--- config.mk ---
export PLATFORM = sky130hd
export DESIGN_NAME = rcr_register_bank
export DESIGN_NICKNAME = d
export VERILOG_FILES = /design/src/rcr_pkg.sv /design/src/rcr_sync.sv /design/src/rcr_cond_detect.sv /design/src/rcr_register_bank.sv
export SDC_FILE = /design/constraint.sdc
export NUM_CORES = 1
export LEC_CHECK = 0
export BUFFER_PORTS_ARGS = -buffer_cell sky130_fd_sc_hd__buf_4
export CAP_MARGIN = 20
export CORE_ASPECT_RATIO = 0.9
export CORE_MARGIN = 1.5
export CORE_UTILIZATION = 51
export CTS_CLUSTER_DIAMETER = 150
export DETAILED_ROUTE_END_ITERATION = 8
export GPL_ROUTABILITY_DRIVEN = 1
export PLACE_DENSITY = 0.74
export SLEW_MARGIN = 40
export SYNTH_ARGS = -nofsm -noshare
export SYNTH_HDL_FRONTEND = slang
export SYNTH_HIERARCHICAL = 1
export SYNTH_SLANG_ARGS = --single-unit
--- constraint.sdc ---
create_clock -name sys_clk_i -period 4.8 [get_ports sys_clk_i]
set_input_delay 0.48 -clock sys_clk_i [delete_from_list [all_inputs] [get_ports sys_clk_i]]
set_output_delay 0.48 -clock sys_clk_i [all_outputs]
set_load 0.1 [all_outputs]
--- src/rcr_pkg.sv ---
// rcr_pkg: offsets, reset values, field positions and types of the repeater control register bank
// assumes one 100 MHz clock and an smbus host on the far side of the two-wire pins
package rcr_pkg;

    // register offsets
    localparam logic [7:0] RCR_OFS_STRAP = 8'h00;
    localparam logic [7:0] RCR_OFS_CHDIS = 8'h01;
    localparam logic [7:0] RCR_OFS_PWR = 8'h02;
    localparam logic [7:0] RCR_OFS_RSV4 = 8'h04;
    localparam logic [7:0] RCR_OFS_RSV5 = 8'h05;
    localparam logic [7:0] RCR_OFS_UPD = 8'h06;

    // values after reset
    localparam logic [7:0] RCR_RST_STRAP = 8'h00;
    localparam logic [7:0] RCR_RST_CHDIS = 8'h00;
    localparam logic [7:0] RCR_RST_PWR = 8'h00;
    localparam logic [7:0] RCR_RST_RSV4 = 8'h00;
    localparam logic [7:0] RCR_RST_RSV5 = 8'h00;
    localparam logic [7:0] RCR_RST_UPD = 8'h10;
    // synchroniser flops: scl and sda idle high, so no false edge after reset
    localparam logic [7:0] RCR_SYNC_RST = 8'h03;

    // field positions
    localparam int RCR_BIT_STRAP_RSV = 7;
    localparam int RCR_BIT_STRAP_HI = 6;
    localparam int RCR_BIT_STRAP_LO = 3;
    localparam int RCR_BIT_LOAD_DONE = 2;
    localparam int RCR_BIT_DIS_B = 1;
    localparam int RCR_BIT_DIS_A = 0;
    localparam int RCR_BIT_PD_SRC = 7;
    localparam int RCR_BIT_PD_VAL = 6;
    localparam int RCR_BIT_OVR_EN = 0;
    localparam int RCR_BIT_REG_MODE = 3;

    // smbus framing
    localparam logic [6:0] RCR_SLAVE_BASE = 7'h58;
    localparam logic [3:0] RCR_BITS_PER_BYTE = 4'h8;
    localparam logic [3:0] RCR_LAST_TX_BIT = 4'h7;
    localparam int RCR_SYNC_WIDTH = 8;

    typedef enum logic [3:0] {
        RCR_IDLE,
        RCR_ADDR,
        RCR_ADDR_ACK,
        RCR_OFFS,
        RCR_OFFS_ACK,
        RCR_WDATA,
        RCR_WDATA_ACK,
        RCR_RDATA,
        RCR_RDATA_ACK
    } rcr_bus_state_t;

endpackage

--- src/rcr_sync.sv ---
// rcr_sync: two-flop synchroniser for a group of asynchronous pin levels
// assumes the levels are slow against the system clock
`timescale 1ns/100ps
module rcr_sync #(
    parameter int WIDTH = 8,
    parameter logic [WIDTH-1:0] RST_VAL = '0
) (
    // clock and reset
    input wire logic sys_clk_i,
    input wire logic rst_i,
    // levels
    input wire logic [WIDTH-1:0] async_i,
    output logic [WIDTH-1:0] sync_o
);
    typedef struct packed {
        logic [WIDTH-1:0] meta;
        logic [WIDTH-1:0] stable;
    } rcr_sync_state_t;

    rcr_sync_state_t sync_reg;
    rcr_sync_state_t sync_next;

    always_comb
    begin
        sync_next.meta = async_i;
        sync_next.stable = sync_reg.meta;
    end

    always_ff @(posedge sys_clk_i or posedge rst_i)
    begin
        if (rst_i)
        begin
            sync_reg <= '{meta: RST_VAL, stable: RST_VAL};
        end
        else
        begin
            sync_reg <= sync_next;
        end
    end

    assign sync_o = sync_reg.stable;
endmodule // rcr_sync

--- src/rcr_cond_detect.sv ---
// rcr_cond_detect: start, stop and clock edge pulses from synchronised two-wire levels
// assumes both inputs already passed a synchroniser; bus idles high
`timescale 1ns/100ps
module rcr_cond_detect (
    // clock and reset
    input wire logic sys_clk_i,
    input wire logic rst_i,
    // synchronised bus levels
    input wire logic scl_i,
    input wire logic sda_i,
    // one-cycle events
    output logic start_o,
    output logic stop_o,
    output logic scl_rise_o,
    output logic scl_fall_o
);
    typedef struct packed {
        logic scl_d;
        logic sda_d;
        logic start;
        logic stop;
        logic rise;
        logic fall;
    } rcr_cond_state_t;

    rcr_cond_state_t cd_reg;
    rcr_cond_state_t cd_next;

    always_comb
    begin
        cd_next.scl_d = scl_i;
        cd_next.sda_d = sda_i;
        // sda moving while scl stays high marks a frame edge
        cd_next.start = cd_reg.scl_d & scl_i & cd_reg.sda_d & ~sda_i;
        cd_next.stop = cd_reg.scl_d & scl_i & ~cd_reg.sda_d & sda_i;
        cd_next.rise = ~cd_reg.scl_d & scl_i;
        cd_next.fall = cd_reg.scl_d & ~scl_i;
    end

    always_ff @(posedge sys_clk_i or posedge rst_i)
    begin
        if (rst_i)
        begin
            cd_reg <= '{scl_d: 1'b1, sda_d: 1'b1, default: 1'b0};
        end
        else
        begin
            cd_reg <= cd_next;
        end
    end

    assign start_o = cd_reg.start;
    assign stop_o = cd_reg.stop;
    assign scl_rise_o = cd_reg.rise;
    assign scl_fall_o = cd_reg.fall;
endmodule // rcr_cond_detect

--- src/rcr_register_bank.sv ---
// rcr_register_bank: smbus slave with the low control registers of a one-lane repeater
// assumes an smbus host drives scl and open-drain sda with pull-ups outside
// What this block does
// RULE1 - the four address strap levels read back in bits 6 to 3 of offset 0x00.
// RULE2 - bit 2 of offset 0x00 reads 1 once the configuration load is done and 0 while it runs.
// RULE3 - bit 1 of offset 0x01 disables channel b and bit 0 disables channel a when set.
// RULE4 - the disable bits act only while bit 0 of offset 0x02 is 1, which software sets first.
// RULE5 - with that enable-override bit at 0 both channels stay in normal operation.
// RULE6 - bit 7 of offset 0x02 selects the register value as power-down source, else the pin.
// RULE7 - with the override active, bit 6 of offset 0x02 at 1 places the device in low power.
// RULE8 - with bit 3 of offset 0x06 at 1, register writes reach the datapath controls at once.
// RULE9 - with that bit at 0 registers stay accessible but the datapath keeps its held values.
// RULE10 - a write is start, address with write bit, offset byte, one data byte, stop, each acknowledged.
// RULE11 - a read sets the offset, repeats start with the read bit, returns one byte, then nack and stop.
// RULE12 - writes leave read-only fields alone while the other bits of the byte still update.
`timescale 1ns/100ps
module rcr_register_bank
    import rcr_pkg::*;
(
    // clock and reset
    input wire logic sys_clk_i,
    input wire logic rst_i,
    // smbus pins
    input wire logic scl_i,
    input wire logic sda_i,
    output logic sda_o,
    output logic sda_oe_o,
    // straps and status pins
    input wire logic [3:0] addr_strap_i,
    input wire logic cfg_load_done_i,
    input wire logic power_down_pin_i,
    // datapath controls
    output logic chan_a_disable_o,
    output logic chan_b_disable_o,
    output logic power_down_o
);
    import rcr_pkg::*;

    typedef struct packed {
        rcr_bus_state_t st;
        logic [7:0] shift;
        logic [3:0] bitcnt;
        logic rw;
        logic mack;
        logic [7:0] offset;
        logic sda_oe;
        logic strap_rsv;
        logic [7:0] chdis;
        logic [7:0] pwr;
        logic [7:0] rsv4;
        logic [7:0] rsv5;
        logic [7:0] upd;
        logic [1:0] held_dis;
        logic held_ovr_en;
        logic held_pd_src;
        logic held_pd_val;
        logic ch_a_dis;
        logic ch_b_dis;
        logic pd;
    } rcr_bank_state_t;

    rcr_bank_state_t bank_reg;
    rcr_bank_state_t bank_next;

    logic [RCR_SYNC_WIDTH-1:0] pins_sync;
    logic [3:0] strap_q;
    logic load_done_q, pd_pin_q, scl_q, sda_q;
    logic start_p, stop_p, rise_p, fall_p;
    logic [7:0] rd_byte, next_rd_byte;
    logic wr_stb, reg_mode;

    rcr_sync #(
        .WIDTH(RCR_SYNC_WIDTH),
        .RST_VAL(RCR_SYNC_RST)
    ) u_sync (
        .sys_clk_i(sys_clk_i),
        .rst_i(rst_i),
        .async_i({addr_strap_i, cfg_load_done_i, power_down_pin_i, scl_i, sda_i}),
        .sync_o(pins_sync)
    );

    assign {strap_q, load_done_q, pd_pin_q, scl_q, sda_q} = pins_sync;

    rcr_cond_detect u_cond (
        .sys_clk_i(sys_clk_i),
        .rst_i(rst_i),
        .scl_i(scl_q),
        .sda_i(sda_q),
        .start_o(start_p),
        .stop_o(stop_p),
        .scl_rise_o(rise_p),
        .scl_fall_o(fall_p)
    );

    function automatic logic [7:0] read_reg(input logic [7:0] ofs, input rcr_bank_state_t s,
                                            input logic [3:0] strap, input logic done);
        logic [7:0] v;
        v = 8'h00;
        case (ofs)
            RCR_OFS_STRAP:
            begin
                v[RCR_BIT_STRAP_RSV] = s.strap_rsv;
                v[RCR_BIT_STRAP_HI:RCR_BIT_STRAP_LO] = strap; // RULE1
                v[RCR_BIT_LOAD_DONE] = done; // RULE2
            end
            RCR_OFS_CHDIS: v = s.chdis;
            RCR_OFS_PWR: v = s.pwr;
            RCR_OFS_RSV4: v = s.rsv4;
            RCR_OFS_RSV5: v = s.rsv5;
            RCR_OFS_UPD: v = s.upd;
            default: v = 8'h00;
        endcase
        return v;
    endfunction

    assign rd_byte = read_reg(bank_reg.offset, bank_reg, strap_q, load_done_q);
    assign next_rd_byte = read_reg(8'(bank_reg.offset + 8'h01), bank_reg, strap_q, load_done_q);
    assign wr_stb = (bank_reg.st == RCR_WDATA) && fall_p && (bank_reg.bitcnt == RCR_BITS_PER_BYTE);
    assign reg_mode = bank_reg.upd[RCR_BIT_REG_MODE];

    always_comb
    begin
        logic [1:0] eff_dis;
        logic eff_ovr, eff_src, eff_val;
        eff_dis = 2'b00;
        eff_ovr = 1'b0;
        eff_src = 1'b0;
        eff_val = 1'b0;
        bank_next = bank_reg;

        // bus side
        if (start_p)
        begin
            bank_next.st = RCR_ADDR;
            bank_next.bitcnt = 4'h0;
            bank_next.sda_oe = 1'b0;
        end
        else if (stop_p)
        begin
            bank_next.st = RCR_IDLE;
            bank_next.sda_oe = 1'b0;
        end
        else if (rise_p)
        begin
            case (bank_reg.st)
                RCR_ADDR, RCR_OFFS, RCR_WDATA:
                begin
                    bank_next.shift = {bank_reg.shift[6:0], sda_q};
                    bank_next.bitcnt = 4'(bank_reg.bitcnt + 4'h1);
                end
                RCR_RDATA_ACK: bank_next.mack = sda_q;
                default: bank_next.mack = bank_reg.mack;
            endcase
        end
        else if (fall_p)
        begin
            case (bank_reg.st)
                RCR_ADDR:
                begin
                    if (bank_reg.bitcnt == RCR_BITS_PER_BYTE)
                    begin
                        if (bank_reg.shift[7:1] == (RCR_SLAVE_BASE | {3'h0, strap_q}))
                        begin
                            bank_next.sda_oe = 1'b1; // RULE10
                            bank_next.rw = bank_reg.shift[0];
                            bank_next.st = RCR_ADDR_ACK;
                        end
                        else
                        begin
                            bank_next.st = RCR_IDLE;
                        end
                    end
                end
                RCR_ADDR_ACK:
                begin
                    bank_next.bitcnt = 4'h0;
                    if (bank_reg.rw)
                    begin
                        bank_next.shift = rd_byte; // RULE11
                        bank_next.sda_oe = ~rd_byte[7];
                        bank_next.st = RCR_RDATA;
                    end
                    else
                    begin
                        bank_next.sda_oe = 1'b0;
                        bank_next.st = RCR_OFFS;
                    end
                end
                RCR_OFFS:
                begin
                    if (bank_reg.bitcnt == RCR_BITS_PER_BYTE)
                    begin
                        bank_next.offset = bank_reg.shift;
                        bank_next.sda_oe = 1'b1;
                        bank_next.st = RCR_OFFS_ACK;
                    end
                end
                RCR_WDATA:
                begin
                    if (bank_reg.bitcnt == RCR_BITS_PER_BYTE)
                    begin
                        bank_next.sda_oe = 1'b1; // RULE10
                        bank_next.st = RCR_WDATA_ACK;
                        case (bank_reg.offset)
                            RCR_OFS_STRAP: bank_next.strap_rsv = bank_reg.shift[RCR_BIT_STRAP_RSV]; // RULE12
                            RCR_OFS_CHDIS: bank_next.chdis = bank_reg.shift;
                            RCR_OFS_PWR: bank_next.pwr = bank_reg.shift;
                            RCR_OFS_RSV4: bank_next.rsv4 = bank_reg.shift;
                            RCR_OFS_RSV5: bank_next.rsv5 = bank_reg.shift;
                            RCR_OFS_UPD: bank_next.upd = bank_reg.shift;
                            default: bank_next.upd = bank_reg.upd;
                        endcase
                    end
                end
                RCR_OFFS_ACK, RCR_WDATA_ACK:
                begin
                    // extra bytes go to following offsets
                    if (bank_reg.st == RCR_WDATA_ACK)
                    begin
                        bank_next.offset = 8'(bank_reg.offset + 8'h01);
                    end
                    bank_next.sda_oe = 1'b0;
                    bank_next.bitcnt = 4'h0;
                    bank_next.st = RCR_WDATA;
                end
                RCR_RDATA:
                begin
                    bank_next.bitcnt = 4'(bank_reg.bitcnt + 4'h1);
                    if (bank_reg.bitcnt == RCR_LAST_TX_BIT)
                    begin
                        bank_next.sda_oe = 1'b0;
                        bank_next.st = RCR_RDATA_ACK;
                    end
                    else
                    begin
                        bank_next.shift = {bank_reg.shift[6:0], 1'b0};
                        bank_next.sda_oe = ~bank_reg.shift[6];
                    end
                end
                RCR_RDATA_ACK:
                begin
                    // nack ends the read, ack streams the next offset
                    if (bank_reg.mack)
                    begin
                        bank_next.st = RCR_IDLE; // RULE11
                    end
                    else
                    begin
                        bank_next.offset = 8'(bank_reg.offset + 8'h01);
                        bank_next.shift = next_rd_byte;
                        bank_next.sda_oe = ~next_rd_byte[7];
                        bank_next.bitcnt = 4'h0;
                        bank_next.st = RCR_RDATA;
                    end
                end
                default: bank_next.st = RCR_IDLE;
            endcase
        end

        // datapath side: live registers, or values held while register mode is off
        eff_dis = reg_mode ? bank_reg.chdis[RCR_BIT_DIS_B:RCR_BIT_DIS_A] : bank_reg.held_dis; // RULE8 RULE9
        eff_ovr = reg_mode ? bank_reg.pwr[RCR_BIT_OVR_EN] : bank_reg.held_ovr_en; // RULE8 RULE9
        eff_src = reg_mode ? bank_reg.pwr[RCR_BIT_PD_SRC] : bank_reg.held_pd_src; // RULE8 RULE9
        eff_val = reg_mode ? bank_reg.pwr[RCR_BIT_PD_VAL] : bank_reg.held_pd_val; // RULE8 RULE9
        bank_next.held_dis = eff_dis;
        bank_next.held_ovr_en = eff_ovr;
        bank_next.held_pd_src = eff_src;
        bank_next.held_pd_val = eff_val;
        bank_next.ch_a_dis = eff_ovr & eff_dis[0]; // RULE3 RULE4 RULE5
        bank_next.ch_b_dis = eff_ovr & eff_dis[1]; // RULE3 RULE4 RULE5
        bank_next.pd = eff_src ? eff_val : pd_pin_q; // RULE6 RULE7
    end

    always_ff @(posedge sys_clk_i or posedge rst_i)
    begin
        if (rst_i)
        begin
            bank_reg <= '{st: RCR_IDLE, strap_rsv: RCR_RST_STRAP[RCR_BIT_STRAP_RSV], chdis: RCR_RST_CHDIS,
                          pwr: RCR_RST_PWR, rsv4: RCR_RST_RSV4, rsv5: RCR_RST_RSV5, upd: RCR_RST_UPD,
                          default: '0};
        end
        else
        begin
            bank_reg <= bank_next;
        end
    end

    // open drain: only the enable moves
    assign sda_o = 1'b0;
    assign sda_oe_o = bank_reg.sda_oe;
    assign chan_a_disable_o = bank_reg.ch_a_dis;
    assign chan_b_disable_o = bank_reg.ch_b_dis;
    assign power_down_o = bank_reg.pd;
endmodule // rcr_register_bank

==> flow_summary.toml <==
[status]
run_status = "finished, violations left"
failed_checks = "design-rule violations"

[yosys]
synth_xor_area_share_pct = 0.651
synth_mux_area_share_pct = 13.0
synth-seq-cells = 98
synth_fa_ha_area_share_pct = 1.63
ys_async_sr_fraction_pct = 100
synthFlopType = "dfrtp_1"
synth_area_sq_um = 5380
synth_top_family_by_area = "compound AO/OA/AOI/OAI gates"
yosysUniqueCellTypes = 72
synth_edf_count = 0
synth-compound-area-share_pct = 20.3
seq_area_frac_synth_pct = 45.8
synthSimpleGateAreaFrac_pct = 14.0
syn_inst = 499
postSynthAreaPerCell_sq_um = 10.8
syn-num-nets = 516
yosys_warnings = 6

[global_routing]
grt_pass1_wl_microns = 21700
grt_overflow_total = 0
grt_max_degree = 40
grt_use_total_pct = 24.5
antenna_found_initial = 0
grt_pass1_vias = 4129

[die]
start_util_pct = 52.5
ioPinCount = 15
die_area_sq_um = 11200
die-width_microns = 111
core-area_sq_um = 10200
std_cell_rows = 35
fp.dieH_microns = 100

[finish]
finalNetCount = 506
drive_gt1_share_pct = 24.5
final_cell_mix = "90 x dfrtp_1, 55 x mux2_2, 27 x o21ai_0"
nFillCells = 870
area.growth.synth_to_final_pct = 8.07
final_cell_area_sq_um = 5810
finish.utilization_pct = 56.7
final_cells = 623
num_antenna_cells = 0
largest_register_ffs = 72
layout_commonest_cell = "dfrtp_1"

[worst_setup_path]
crit_required_ns = 5.03
crit_cells = 5
cp-startpoint = "u_cond/scl_rise_o$_DFF_PP0_"
path_cells = "or4b_1 -> or3_1 -> nor3_2 -> and2_1 -> mux2_2"
cp-start-kind = "flip-flop"
endpoint_kind = "flip-flop"
reg2reg_depth = 5
path_max_fanout = 16
crit_family = "simple AND/OR/NAND/NOR gates"
critPathKind = "flip-flop to flip-flop"
r2r-start = "u_cond/scl_rise_o$_DFF_PP0_"
critPathMaxStageDelay_ns = 0.81
cp_num_buf_inv = 0
cp_slowest_cell = "or4b_1"
critPathArrivalTime_ns = 3.24

[placement]
hpwl_microns = 8910
place.gp.congestion = 0.897
place_area_sq_um = 5510
dp.cells = 606
dp_slack_ns = 1.84
io_buffer_count = 13

[clock_network]
ctsResizeCount = 0
postCtsSetupBuffers = 0
cts_inserted_buffers = 9
root_buffer = "clkbuf_16"
clk_latency_ns = 0.34
postCtsHoldBufs = 0
clkSinkCount = 98
htree_num_levels = 3
cts_tree = "done"
max-clock-path-buffers = 2
clk_pin_slew_ns = 0.08

[job]
cap_violations = 0

[routing]
dr.pass1.iters = 9
first_iter_violations = 616
viasPerCell = 6.90
vias = 4299
postRouteAntennaNets = 0
drc = 2
avgRoutedWirePerCell_microns = 21.3
wirelength_microns = 13300

[power]
p_total_mw = 1.80
max-vdd-ir-drop_v = 0.000320
p_comb_share_pct = 7.6
p_leak_nw = 2.49
p_int_mw = 1.28
p_per_area_nw_per_um2 = 310
p_switching_mw = 0.522
pwr-share-clk_pct = 39.8
swShare_pct = 29.0
p_seq_share_pct = 52.6

[sta]
maxSlewHeadroom_pct = 43.6
hold_ws_ns = 0.0553
slew_viol_final = 0
setup_violations = 0
fin_setup_tns_ns = 0
fin_skew_ns = 0.0102
rsz0062_at_grt = "false"
worst_pin_slew_ns = 0.838
fmax_mhz = 332
period_share_pct = 62.7
final-hold-violation-count = 0
finalCriticalPeriod_ns = 3.01
finalWorstSetupSlack_ns = 1.79

[worst_hold_path]
min_path_type = "primary input to asynchronous set/reset pin"
## synth_stat cells, drive strengths merged, types with 9 or more instances
cell type   n  share of area (%)
buf        11                1.3
clkbuf     30                2.1
o32ai       9                1.5
or3        10                1.2
mux2       56                 12
a31oi       9                1.0
dfrtp      91                 42
o211ai      9                1.3
nand2      18                1.4
nor2       16                1.1
inv        16                1.1
a21oi      19                1.8
a222oi     25                4.7
nor3        9                1.1
nand4       9                1.0
o21ai      27                2.5
## power groups by stage
stage	Clock (mW)	Combinational [mW]	Sequential (mW)
after floorplan	0	0.130	0.903
after global placement	0	0.131	0.958
after detailed placement	0	0.135	0.961
after CTS	0.725	0.136	0.945
after global routing	0.759	0.156	0.953
final	0.717	0.137	0.947
## final timing paths
kind,endpoint,slack (ns)
setup / recovery,bank_reg[38]$_DFFE_PP0P_,1.79
hold reg to reg,u_sync/sync_o[5]$_DFF_PP0_,0.35
min in group sys_clk_i,u_sync/sync_next[0]$_DFF_PP1_,0.24
hold / removal,u_cond/start_o$_DFF_PP0_,0.06
max in group asynchronous,bank_reg[12]$_DFFE_PP1P_,3.64
setup reg to reg,bank_reg[38]$_DFFE_PP0P_,1.79
## cell families (layout without fill, tap and decap cells)
family / after synthesis / after routing
XOR/XNOR: 4 / 4
buffers and inverters: 58 / 53
AND/OR/NAND/NOR: 121 / 121
AO/OA/AOI/OAI: 147 / 147
multiplexers: 63 / 63
other: 1 / 1
flip-flops: 98 / 98
adder cells (fa/ha/maj): 7 / 7
## cell type report
type                            count  area (sq um)  share of cell area [%]
Inverter                           17          65.1                    1.12
Sequential cell                    98          2460                    42.4
Clock buffer                        9           225                    3.88
Multi-Input combinational cell    343          2680                    46.2
Clock inverter                      7          67.6                    1.16
Tap cell                          129           161                    2.78
Timing Repair Buffer               20           148                    2.54
## per-layer routing
layer	GRT usage [%]	wire [microns]	vias up
li1	-	-	1923
met1	34.9	5830	2109
met3	4.05	1040	32
met4	6.33	304	0
met2	39.4	6100	235
met5	0	0	-
No activity file was read; power rests on OpenSTA's default activity.
